File: src/logic/dpat_defs.svh
// register offsets, field positions, reset values and timing figures for the pointer block
// What this block does
// - reset clears both pointer page registers and the indirect page register
// - pointer transfers take address bits 23:16 from that pointer's page register
// - register-indirect transfers take 23:16 from indirect page, 15:8 from port two
// - select bit zero picks pointer a, one picks pointer b
// - with auto flip set, steps, loads, code reads and pointer transfers invert the select bit; jumps do not
// - with auto flip clear, pointer instructions leave the select bit alone
// - each pointer steps up or down per its own direction bit
// - the selected pointer feeds transfers, code reads, jumps, steps and loads
// - read or write strobe is active only during an external data transfer
// - strobe width code 7 gives 8 clocks, code 2 gives 3 clocks
// - reset loads strobe width code 7, the slowest strobe
// - a rewritten strobe width applies from the next transfer on
// - every transfer strobe lasts between 3 and 8 clocks
// - on-chip wait register holds 2-bit RAM and 3-bit network and flash fields
// - RAM access takes its wait code plus two clocks
// - network engine and flash accesses take wait code plus three clocks
// - address latch strobe stays high latch length plus one clock, then low
// - reset loads latch length with all ones
// - latch length is used only in multiplexed external bus mode
// - latch strobe lets an outside latch take the address while it is high and keep it after it falls
`ifndef DPAT_DEFS_SVH
`define DPAT_DEFS_SVH
`define DPAT_OFS_PTR_A_LO 8'h82
`define DPAT_OFS_PTR_A_HI 8'h83
`define DPAT_OFS_PTR_B_LO 8'h84
`define DPAT_OFS_PTR_B_HI 8'h85
`define DPAT_OFS_CHOICE 8'h86
`define DPAT_OFS_TIMING 8'h8e
`define DPAT_OFS_PAGE_A 8'h93
`define DPAT_OFS_PAGE_B 8'h95
`define DPAT_OFS_WAIT 8'h9c
`define DPAT_OFS_LATCH 8'h9f
`define DPAT_OFS_IND_PAGE 8'hea
`define DPAT_RST_PTR 16'h0000
`define DPAT_RST_PAGE 8'h00
`define DPAT_RST_CHOICE 8'h00
`define DPAT_RST_TIMING 8'h07
`define DPAT_RST_WAIT 8'hff
`define DPAT_RST_LATCH 8'hff
`define DPAT_BIT_SEL 0
`define DPAT_BIT_FLIP 5
`define DPAT_BIT_DIR_A 6
`define DPAT_BIT_DIR_B 7
`define DPAT_CHOICE_MASK 8'he1
`define DPAT_TIMING_MASK 8'hc7
`define DPAT_STRB_MIN 4'h3
`define DPAT_RAM_BASE 4'h2
`define DPAT_SLOW_BASE 4'h3
`endif

File: src/logic/dpat_pkg.sv
// types shared by the pointer and access timing block
package dpat_pkg;
  typedef enum logic [1:0] {
    ST_IDLE,
    ST_LATCH,
    ST_STROBE
  } dpat_xfer_st_t;
  typedef enum logic [1:0] {
    TGT_RAM,
    TGT_NET,
    TGT_FLASH,
    TGT_NONE
  } dpat_target_t;
endpackage

File: src/logic/dpat_core.sv
// data pointers, address extension and data access timing
`timescale 1ns/1ps
`include "dpat_defs.svh"
module dpat_core
  import dpat_pkg::*;
(
  input wire logic clock,
  input wire logic rst_n,
  input wire logic [7:0] sfr_addr,
  input wire logic sfr_wr,
  input wire logic [7:0] sfr_wdata,
  input wire logic sfr_rd,
  output logic [7:0] sfr_rdata_q,
  input wire logic op_step,
  input wire logic op_load,
  input wire logic [15:0] load_value,
  input wire logic op_code_read,
  input wire logic op_jump,
  input wire logic [7:0] acc_value,
  output logic [15:0] code_addr_q,
  input wire logic xfer_ptr_req,
  input wire logic xfer_ind_req,
  input wire logic xfer_write,
  input wire logic [7:0] ind_reg_value,
  input wire logic [7:0] port_two,
  input wire logic [2:0] ext_bus_mode,
  output logic [23:0] ext_addr_q,
  output logic ext_rd_q,
  output logic ext_wr_q,
  output logic addr_latch_q,
  output logic xfer_busy_q,
  output logic xfer_done_q,
  input wire logic onchip_req,
  input wire logic [1:0] onchip_target,
  output logic onchip_busy_q,
  output logic onchip_done_q
);

  logic [15:0] ptr_a_q;
  logic [15:0] ptr_b_q;
  logic [7:0] page_a_q;
  logic [7:0] page_b_q;
  logic [7:0] ind_page_q;
  logic [7:0] choice_q;
  logic [7:0] timing_q;
  logic [7:0] wait_q;
  logic [7:0] latch_len_q;
  dpat_xfer_st_t st_q;
  logic [8:0] cnt_q;
  logic [3:0] strb_len_q;
  logic dir_write_q;
  logic [3:0] wait_cnt_q;
  logic [15:0] sel_ptr;
  logic sel_bit;
  logic flip_event;
  logic xfer_start;
  logic mux_mode;
  logic wr_choice;

  // strobe width in clocks, unused codes held at the minimum
  function automatic logic [3:0] strobe_clocks(input logic [2:0] code);
    logic [3:0] w;
    w = {1'b0, code} + 4'h1;
    if (w < `DPAT_STRB_MIN) begin
      w = `DPAT_STRB_MIN;
    end
    return w;
  endfunction

  // on-chip access time in clocks per target
  function automatic logic [3:0] wait_clocks(input logic [1:0] tgt, input logic [7:0] cfg);
    logic [3:0] w;
    w = `DPAT_SLOW_BASE;
    unique case (tgt)
      TGT_RAM: w = {2'b00, cfg[7:6]} + `DPAT_RAM_BASE;
      TGT_NET: w = {1'b0, cfg[5:3]} + `DPAT_SLOW_BASE;
      TGT_FLASH: w = {1'b0, cfg[2:0]} + `DPAT_SLOW_BASE;
      default: w = `DPAT_SLOW_BASE;
    endcase
    return w;
  endfunction

  assign sel_bit = choice_q[`DPAT_BIT_SEL];
  assign sel_ptr = sel_bit ? ptr_b_q : ptr_a_q;
  assign xfer_start = (st_q == ST_IDLE) && (xfer_ptr_req || xfer_ind_req);
  // latch phase only for multiplexed modes
  assign mux_mode = ext_bus_mode[0] && !ext_bus_mode[2];
  assign wr_choice = sfr_wr && (sfr_addr == `DPAT_OFS_CHOICE);
  // pointer instructions that flip the select
  assign flip_event = op_step || op_load || op_code_read || (xfer_start && xfer_ptr_req);

  // pointer a: bus writes, then step or load when selected
  always_ff @(posedge clock or negedge rst_n) begin
    if (!rst_n) begin
      ptr_a_q <= `DPAT_RST_PTR;
    end else if (sfr_wr && sfr_addr == `DPAT_OFS_PTR_A_LO) begin
      ptr_a_q[7:0] <= sfr_wdata;
    end else if (sfr_wr && sfr_addr == `DPAT_OFS_PTR_A_HI) begin
      ptr_a_q[15:8] <= sfr_wdata;
    end else if (!sel_bit && op_load) begin
      ptr_a_q <= load_value;
    end else if (!sel_bit && op_step) begin
      ptr_a_q <= choice_q[`DPAT_BIT_DIR_A] ? ptr_a_q - 16'h0001 : ptr_a_q + 16'h0001;
    end
  end

  // pointer b: bus writes, then step or load when selected
  always_ff @(posedge clock or negedge rst_n) begin
    if (!rst_n) begin
      ptr_b_q <= `DPAT_RST_PTR;
    end else if (sfr_wr && sfr_addr == `DPAT_OFS_PTR_B_LO) begin
      ptr_b_q[7:0] <= sfr_wdata;
    end else if (sfr_wr && sfr_addr == `DPAT_OFS_PTR_B_HI) begin
      ptr_b_q[15:8] <= sfr_wdata;
    end else if (sel_bit && op_load) begin
      ptr_b_q <= load_value;
    end else if (sel_bit && op_step) begin
      ptr_b_q <= choice_q[`DPAT_BIT_DIR_B] ? ptr_b_q - 16'h0001 : ptr_b_q + 16'h0001;
    end
  end

  // page extension registers
  always_ff @(posedge clock or negedge rst_n) begin
    if (!rst_n) begin
      page_a_q <= `DPAT_RST_PAGE;
      page_b_q <= `DPAT_RST_PAGE;
      ind_page_q <= `DPAT_RST_PAGE;
    end else if (sfr_wr) begin
      if (sfr_addr == `DPAT_OFS_PAGE_A) begin
        page_a_q <= sfr_wdata;
      end
      if (sfr_addr == `DPAT_OFS_PAGE_B) begin
        page_b_q <= sfr_wdata;
      end
      if (sfr_addr == `DPAT_OFS_IND_PAGE) begin
        ind_page_q <= sfr_wdata;
      end
    end
  end

  // pointer choice register; a bus write wins over a flip in the same cycle
  always_ff @(posedge clock or negedge rst_n) begin
    if (!rst_n) begin
      choice_q <= `DPAT_RST_CHOICE;
    end else if (wr_choice) begin
      choice_q <= sfr_wdata & `DPAT_CHOICE_MASK;
    end else if (flip_event && choice_q[`DPAT_BIT_FLIP]) begin
      choice_q[`DPAT_BIT_SEL] <= ~choice_q[`DPAT_BIT_SEL];
    end
    // select held when flip is off
  end

  // timing, wait and latch configuration
  always_ff @(posedge clock or negedge rst_n) begin
    if (!rst_n) begin
      timing_q <= `DPAT_RST_TIMING;
      wait_q <= `DPAT_RST_WAIT;
      latch_len_q <= `DPAT_RST_LATCH;
    end else if (sfr_wr) begin
      // new width taken at next start
      if (sfr_addr == `DPAT_OFS_TIMING) begin
        timing_q <= sfr_wdata & `DPAT_TIMING_MASK;
      end
      if (sfr_addr == `DPAT_OFS_WAIT) begin
        wait_q <= sfr_wdata;
      end
      if (sfr_addr == `DPAT_OFS_LATCH) begin
        latch_len_q <= sfr_wdata;
      end
    end
  end

  // register read port, one cycle after the read request
  always_ff @(posedge clock or negedge rst_n) begin
    if (!rst_n) begin
      sfr_rdata_q <= 8'h00;
    end else if (sfr_rd) begin
      unique case (sfr_addr)
        `DPAT_OFS_PTR_A_LO: sfr_rdata_q <= ptr_a_q[7:0];
        `DPAT_OFS_PTR_A_HI: sfr_rdata_q <= ptr_a_q[15:8];
        `DPAT_OFS_PTR_B_LO: sfr_rdata_q <= ptr_b_q[7:0];
        `DPAT_OFS_PTR_B_HI: sfr_rdata_q <= ptr_b_q[15:8];
        `DPAT_OFS_CHOICE: sfr_rdata_q <= choice_q;
        `DPAT_OFS_TIMING: sfr_rdata_q <= timing_q;
        `DPAT_OFS_PAGE_A: sfr_rdata_q <= page_a_q;
        `DPAT_OFS_PAGE_B: sfr_rdata_q <= page_b_q;
        `DPAT_OFS_WAIT: sfr_rdata_q <= wait_q;
        `DPAT_OFS_LATCH: sfr_rdata_q <= latch_len_q;
        `DPAT_OFS_IND_PAGE: sfr_rdata_q <= ind_page_q;
        default: sfr_rdata_q <= 8'h00;
      endcase
    end
  end

  // code address for table reads and indexed jumps
  always_ff @(posedge clock or negedge rst_n) begin
    if (!rst_n) begin
      code_addr_q <= 16'h0000;
    end else if (op_code_read || op_jump) begin
      code_addr_q <= sel_ptr + {8'h00, acc_value};
    end
  end

  // external address capture at transfer start
  always_ff @(posedge clock or negedge rst_n) begin
    if (!rst_n) begin
      ext_addr_q <= 24'h000000;
      dir_write_q <= 1'b0;
      strb_len_q <= `DPAT_STRB_MIN;
    end else if (xfer_start) begin
      dir_write_q <= xfer_write;
      strb_len_q <= strobe_clocks(timing_q[2:0]);
      if (xfer_ptr_req) begin
        ext_addr_q <= {sel_bit ? page_b_q : page_a_q, sel_ptr};
      end else begin
        ext_addr_q <= {ind_page_q, port_two, ind_reg_value};
      end
    end
  end

  // transfer sequencer: optional latch phase, then the strobe
  always_ff @(posedge clock or negedge rst_n) begin
    if (!rst_n) begin
      st_q <= ST_IDLE;
      cnt_q <= 9'h000;
    end else begin
      unique case (st_q)
        ST_IDLE: begin
          if (xfer_start) begin
            // latch phase is length plus one
            st_q <= mux_mode ? ST_LATCH : ST_STROBE;
            cnt_q <= mux_mode ? {1'b0, latch_len_q} : 9'h000;
          end
        end
        ST_LATCH: begin
          if (cnt_q == 9'h000) begin
            st_q <= ST_STROBE;
          end else begin
            cnt_q <= cnt_q - 9'h001;
          end
        end
        ST_STROBE: begin
          if (cnt_q[3:0] == strb_len_q - 4'h1) begin
            st_q <= ST_IDLE;
            cnt_q <= 9'h000;
          end else begin
            cnt_q <= cnt_q + 9'h001;
          end
        end
        // unused state code falls back to idle
        default: begin
          st_q <= ST_IDLE;
          cnt_q <= 9'h000;
        end
      endcase
    end
  end

  // registered pins of the external transfer
  always_ff @(posedge clock or negedge rst_n) begin
    if (!rst_n) begin
      ext_rd_q <= 1'b0;
      ext_wr_q <= 1'b0;
      addr_latch_q <= 1'b0;
      xfer_busy_q <= 1'b0;
      xfer_done_q <= 1'b0;
    end else begin
      // latch strobe high from transfer start until the latch count reaches zero
      addr_latch_q <= (xfer_start && mux_mode) || (st_q == ST_LATCH && cnt_q != 9'h000);
      // strobe only in the strobe phase
      ext_rd_q <= (st_q == ST_STROBE || (st_q == ST_LATCH && cnt_q == 9'h000)
                   || (xfer_start && !mux_mode)) && !(st_q == ST_STROBE
                   && cnt_q[3:0] == strb_len_q - 4'h1) && !nxt_write();
      ext_wr_q <= (st_q == ST_STROBE || (st_q == ST_LATCH && cnt_q == 9'h000)
                   || (xfer_start && !mux_mode)) && !(st_q == ST_STROBE
                   && cnt_q[3:0] == strb_len_q - 4'h1) && nxt_write();
      xfer_busy_q <= xfer_start || !(st_q == ST_IDLE
                     || (st_q == ST_STROBE && cnt_q[3:0] == strb_len_q - 4'h1));
      xfer_done_q <= st_q == ST_STROBE && cnt_q[3:0] == strb_len_q - 4'h1;
    end
  end

  // direction of the transfer that the pins carry next cycle
  function automatic logic nxt_write();
    return xfer_start ? xfer_write : dir_write_q;
  endfunction

  // on-chip access timer
  always_ff @(posedge clock or negedge rst_n) begin
    if (!rst_n) begin
      wait_cnt_q <= 4'h0;
      onchip_busy_q <= 1'b0;
      onchip_done_q <= 1'b0;
    end else if (!onchip_busy_q && onchip_req && onchip_target != TGT_NONE) begin
      // full count loaded so busy stands for exactly the decoded clocks
      wait_cnt_q <= wait_clocks(onchip_target, wait_q);
      onchip_busy_q <= 1'b1;
      onchip_done_q <= 1'b0;
    end else if (onchip_busy_q && wait_cnt_q == 4'h1) begin
      wait_cnt_q <= 4'h0;
      onchip_busy_q <= 1'b0;
      onchip_done_q <= 1'b1;
    end else begin
      wait_cnt_q <= onchip_busy_q ? wait_cnt_q - 4'h1 : 4'h0;
      onchip_done_q <= 1'b0;
    end
  end

endmodule // dpat_core

File: config.mk
export PLATFORM = sky130hd
export DESIGN_NAME = dpat_core
export DESIGN_NICKNAME = d
export VERILOG_FILES = /design/src/logic/dpat_pkg.sv /design/src/logic/dpat_core.sv
export VERILOG_INCLUDE_DIRS = /design/src /design/src/logic
export SDC_FILE = /design/constraint.sdc
export NUM_CORES = 1
export LEC_CHECK = 0
export BUFFER_PORTS_ARGS = -buffer_cell sky130_fd_sc_hd__buf_4
export CORE_AREA = 2 2 174 142
export DETAILED_ROUTE_END_ITERATION = 8
export DIE_AREA = 0 0 176 144
export PLACE_DENSITY_LB_ADDON = 0.08
export SYNTH_ARGS = -nofsm -noshare
export SYNTH_HDL_FRONTEND = slang
export SYNTH_SLANG_ARGS = --single-unit
File: constraint.sdc
create_clock -name clock -period 3.8 [get_ports clock]
set_clock_uncertainty 0.05 [all_clocks]
set_input_delay 0.38 -clock clock [delete_from_list [all_inputs] [get_ports clock]]
set_output_delay 0.38 -clock clock [all_outputs]
set_load 0.03 [all_outputs]
Yosys cells after proc, flatten, opt, wreduce, memory -nomap -nowiden
Cells that the tools add are included.

Flip-flop bits (word level): 156. Input port bits: 73.

Add/subtract/negate cells: 13. Magnitude comparators: 1. Eq/ne operators: 24. Multiplexer cells: 38. Bitwise gates (word level): 3. Reduce and logical (&&, ||, !) cells: 63.

Operators with widths (count): 2-to-1 mux 16 bit (7); equality test 8 bit, second input constant (11); one-hot mux 8 bit (11 select lines) (1); 2-to-1 mux 8 bit (8); adder 16 x 1 -> 16 bit, second input constant (2); subtractor 16 x 1 -> 16 bit, second input constant (2); 2-to-1 mux 9 bit (3); one-hot mux 9 bit (3 select lines) (1); logical AND 1 bit (24); 2-to-1 mux 24 bit (1); AND reduction 2 bit (11); adder 16 x 8 -> 16 bit (1); 2-to-1 mux 4 bit (4); inequality test 2 bit, second input constant (7); one-hot mux 4 bit (3 select lines) (1); nonzero test 3 bit (4); logical OR 1 bit (10); adder 9 x 1 -> 9 bit, second input constant (1); logical NOT 9 bit (1); nonzero test 9 bit (1); subtractor 9 x 1 -> 9 bit, second input constant (1); adder 3 x 2 -> 4 bit, second input constant (2); 2-to-1 mux 2 bit (4); subtractor 4 x 1 -> 4 bit, second input constant (2); other kinds (14) (32).

Depth between registers and ports, before layout
Depth after elaboration: 7. Mapped depth: 12. Gate-level depth less buffers: 10.

Worst setup path before layout
OpenSTA, ideal clock, no wires.

Path type: register to register. Start point: register choice_q[0]. End point: register code_addr_q[14]. Library setup time: 0.083 ns. Arrival time: 3.024 ns. Data required time: 3.667 ns. Setup slack: 0.644 ns. Stages on the path, launching flop included: 13. Buffers on the path: 3. Period minus slack after synthesis: 3.156 ns. Cells stage by stage: dfrtp_1 -> buf_2 -> buf_2 -> buf_2 -> mux2_2 -> fa_1 -> a21o_1 -> a21oi_1 -> o21bai_1 -> a2111oi_4 -> nor3_1 -> xor2_1 -> o21ai_0.

Longest elaborated chain between the ends: 2.

RTL lines: from (decl) (line dpat_core.sv:44) `logic [7:0] choice_q;`; from (signal assigned) (line dpat_core.sv:144) `` choice_q <= `DPAT_RST_CHOICE; ``; from (signal assigned) (line dpat_core.sv:146) `` choice_q <= sfr_wdata & `DPAT_CHOICE_MASK; ``; from (signal, indexed assignment) (line dpat_core.sv:148) `` choice_q[`DPAT_BIT_SEL] <= ~choice_q[`DPAT_BIT_SEL]; ``; 2-to-1 mux 16 bit (line dpat_core.sv:84) `assign sel_ptr = sel_bit ? ptr_b_q : ptr_a_q;`; adder 16 x 8 -> 16 bit (line dpat_core.sv:200) `code_addr_q <= sel_ptr + {8'h00, acc_value};`; to (signal assigned) (line dpat_core.sv:200); to (decl) (line dpat_core.sv:20) `output logic [15:0] code_addr_q,`.

No other way between the ends. A chain may end at the register's enable or synchronous reset.

Worst setup path in the final report
Start point: register choice_q[0]. End point: register code_addr_q[12].

The elaborated chain is that of the path after synthesis.

==> results.cfg <==
[finish]
finalNonFillerCells = 1540
layout-drive-gt1-share_pct = 23.1
diodes = 0
final_nets = 1332
areaGrowthSynthToFinish_pct = 17.4

[sta]
rsz0062_at_grt = false
drv_slew = 0
final-setup-viol-count = 0
max_freq_mhz = 314
finalSetupTns_ns = 0
maxSlewHeadroom_pct = 26.3
fin_crit_sh_pct = 83.8
min_period_ns = 3.18
worst_slew_pin_slew_ns = 1.10
hold_violations = 0

[clock_network]
cts_made_buffers = 17
clock_latency_ns = 0.43
cts.sinks = 156
htreeDepth = 4
cts_tree = yes
clkTransAtPathRegs_ns = 0.07
clk_path_buf_depth = 2
cts-resized-gates = 0
root_buffer = clkbuf_16

[worst_setup_path]
worstSetupEndpointType = flop
r2r_end = code_addr_q[12]
cp_max_fo = 9
cpPeakStageDelay_ns = 0.49
cp_slowest_cell = dfrtp_1
critPathArrivalTime_ns = 3.41
required_ns = 4.02
start_kind = flop
path_cells = mux2_2 > ha_1 > fa_1 > a21o_1 > a21oi_1 > o21bai_1 > a2111oi_4 > nor3_1 > xor2_1 > o21ai_0
reg2reg_depth = 10
cp_num_buf_inv = 0
r2r-start = choice_q[0]
cp_top_family = compound AO/OA/AOI/OAI gates
path_class = reg -> reg
ff2ff_setup_slack_ns = 0.62

[pwr]
leakagePower_nw = 5.42
powerDensity_mw_per_mm2 = 735
irDropWorstVdd_uv = 289
switching_share_pct = 44.5
power.switching_mw = 4.00
p_seq_share_pct = 30.9
comb_power_share_pct = 48.4
intPower_mw = 4.99
clockPowerShare_pct = 20.7

[floorplanning]
rows = 51
fp.coreArea_mm2 = 0.0238
die_h_um = 144
start_util_pct = 43.8
die_x_um = 176
die_area_mm2 = 0.0253
num_io_pins = 128

[logic_synthesis]
synth_most_common_cell = dfrtp_1
synth_cells = 1110
synth_seq_area_share_pct = 37.7
synth_top_area_cell = dfrtp_1
synth-simple-area-share_pct = 15.8
synth_fa_ha_area_share_pct = 6.22
ys_seq_elements = 156
synth_cell_types = 83
ys_async_sr_fraction_pct = 100
yosysWarnings = 0
synth-xor-area-share_pct = 4.54
muxShareOfSynthArea_pct = 10.6
ys.flop_type = dfrtp_1
synth_fp_nets = 1233
synth-compound-area-share_pct = 21.5
ys_top_cells_by_area = dfrtp_1 32%, mux2_2 7.0%, ha_1 5.6%
synth_top_family_by_area = compound AO/OA/AOI/OAI gates
synth-edff-count = 0
syn_area_mm2 = 0.0104
synth_area_per_cell_um2 = 9.38
ys_top_cells_by_count = 135 x dfrtp_1, 117 x nand2_1, 97 x o21ai_0
yosysTopAreaCellShare_pct = 32.4

[route]
ant_nets = 0
wl_mm = 33.5
first_iter_violations = 856
vias = 9170
first_pass_iters = 5
vias_per_cell = 5.95
drcViolationCount = 0
wl_per_cell_um = 21.8

[min_path]
hold_class = in -> reg
hold_end = dir_write_q
hp-start = xfer_write
hold_depth = 2

[placed_design]
port_buffers = 126
placed_cells_incl_taps = 1507
place_congestion = 0.924
post-dp-hpwl_mm = 24.7

[outcome]
status = complete, no violations

[global_routing]
grtUsageTotal_pct = 27.0
grt_pass1_wl_mm = 51.8
grt_overflow = 0
grt_max_degree = 70
antenna_found_initial = 0
first_global_vias = 8452

[flow_run]
cap_viol_max_count = 0
-- how the worst max path moves through the flow --
stage	from	to	slack, ns	cells after the start
CTS	choice_q[0]	code_addr_q[12]	0.63	10
finish	choice_q[0]	code_addr_q[12]	0.62	10
floorplan	choice_q[0]	code_addr_q[14]	0.64	12
global placement	choice_q[0]	code_addr_q[14]	0.71	10
detailed placement	choice_q[0]	code_addr_q[12]	0.62	10
global route	choice_q[0]	code_addr_q[12]	0.40	10
-- metrics by stage --
stage	worst slack, ns	hold slack, ns	utilization [%]	power [mW]	instance area, µm²
2_1_floorplan	0.644	0.0344	-	5.75	10400
3_3_place_gp	0.706	0.325	48.7	7.06	11600
3_5_place_dp	0.619	0.330	48.7	7.09	11600
4_1_cts	0.632	0.147	51.4	8.97	12200
5_1_grt	0.395	0.152	51.4	9.59	12200
6_report	0.616	0.168	51.4	8.98	12200
-- state kept, by name, summed over array words and instances, names as in the netlist, 2 cells and up --
name / cells
ext_addr_q: 24
code_addr_q: 16
ptr_a_q: 16
ptr_b_q: 16
cnt_q: 9
ind_page_q: 8
latch_len_q: 8
page_a_q: 8
page_b_q: 8
sfr_rdata_q: 8
wait_q: 8
timing_q: 5
choice_q: 4
strb_len_q: 4
wait_cnt_q: 4
st_q: 2
-- area by class of cell --
type	instances	area, µm²
fillers	2221	11600
multi-input cells	870	6110
flip-flops and latches	156	3930
repair buffers	138	1050
clock buffers	18	429
well taps	318	398
clock inverters	14	200
inverters	26	97.6
-- routing by layer --
metal	track usage (%)	part of all wire (%)	up-vias
li1	-	-	4311
met1	41.2	50	4431
met2	38.5	41	388
met3	5.57	7.9	40
met4	7.00	1.9	0
met5	0	0	-
-- repair_timing --
| item | 4_1_cts | 5_1_grt |
|---|---|---|
| setup buffers | 0 | 0 |
| hold buffers | 1 | 0 |
| hold endpoints to repair | 38 | 0 |
-- power by group through the flow --
| stage | Combinational (mW) | Sequential (mW) | Clock, mW |
|---|---|---|---|
| floorplan | 2.81 | 2.94 | 0 |
| global placement | 4.29 | 2.77 | 0 |
| detailed placement | 4.32 | 2.78 | 0 |
| CTS | 4.34 | 2.75 | 1.89 |
| global route | 4.82 | 2.82 | 1.96 |
| finish | 4.35 | 2.78 | 1.86 |
-- worst reg2reg max path, cell delays in order, from the launching register on --
cell and delay (ns):
dfrtp_1 0.49, mux2_2 0.45, ha_1 0.23, fa_1 0.40, a21o_1 0.19, a21oi_1 0.24
o21bai_1 0.15, a2111oi_4 0.47, nor3_1 0.13, xor2_1 0.14, o21ai_0 0.08
-- logic make-up after synthesis --
family / Yosys count
simple gates: 326
xor+xnor: 54
buf+inv: 84
flops: 156
compound gates: 338
fa+ha+maj: 50
mux: 102
-- cells in the final DEF, fill, tap and decap left out, types with 7 or more instances in the layout --
cell type,count
nor3_1,34
mux2i_1,37
dfstp_2,21
xor2_1,21
nand2b_1,8
dfrtp_1,135
nand3_1,25
inv_1,25
a221o_1,8
o21bai_1,8
a21oi_1,78
a31oi_1,9
o211ai_1,7
mux2_2,65
ha_1,47
nor2_1,64
a21o_1,17
a211oi_1,12
nor2b_1,14
and3_1,11
o22ai_1,7
clkbuf_16,17
nand2_1,117
a22oi_1,18
a22o_1,13
buf_4,135
nor3b_1,8
o21ai_0,96
xnor2_1,33
(Power assumes the default switching activity.)
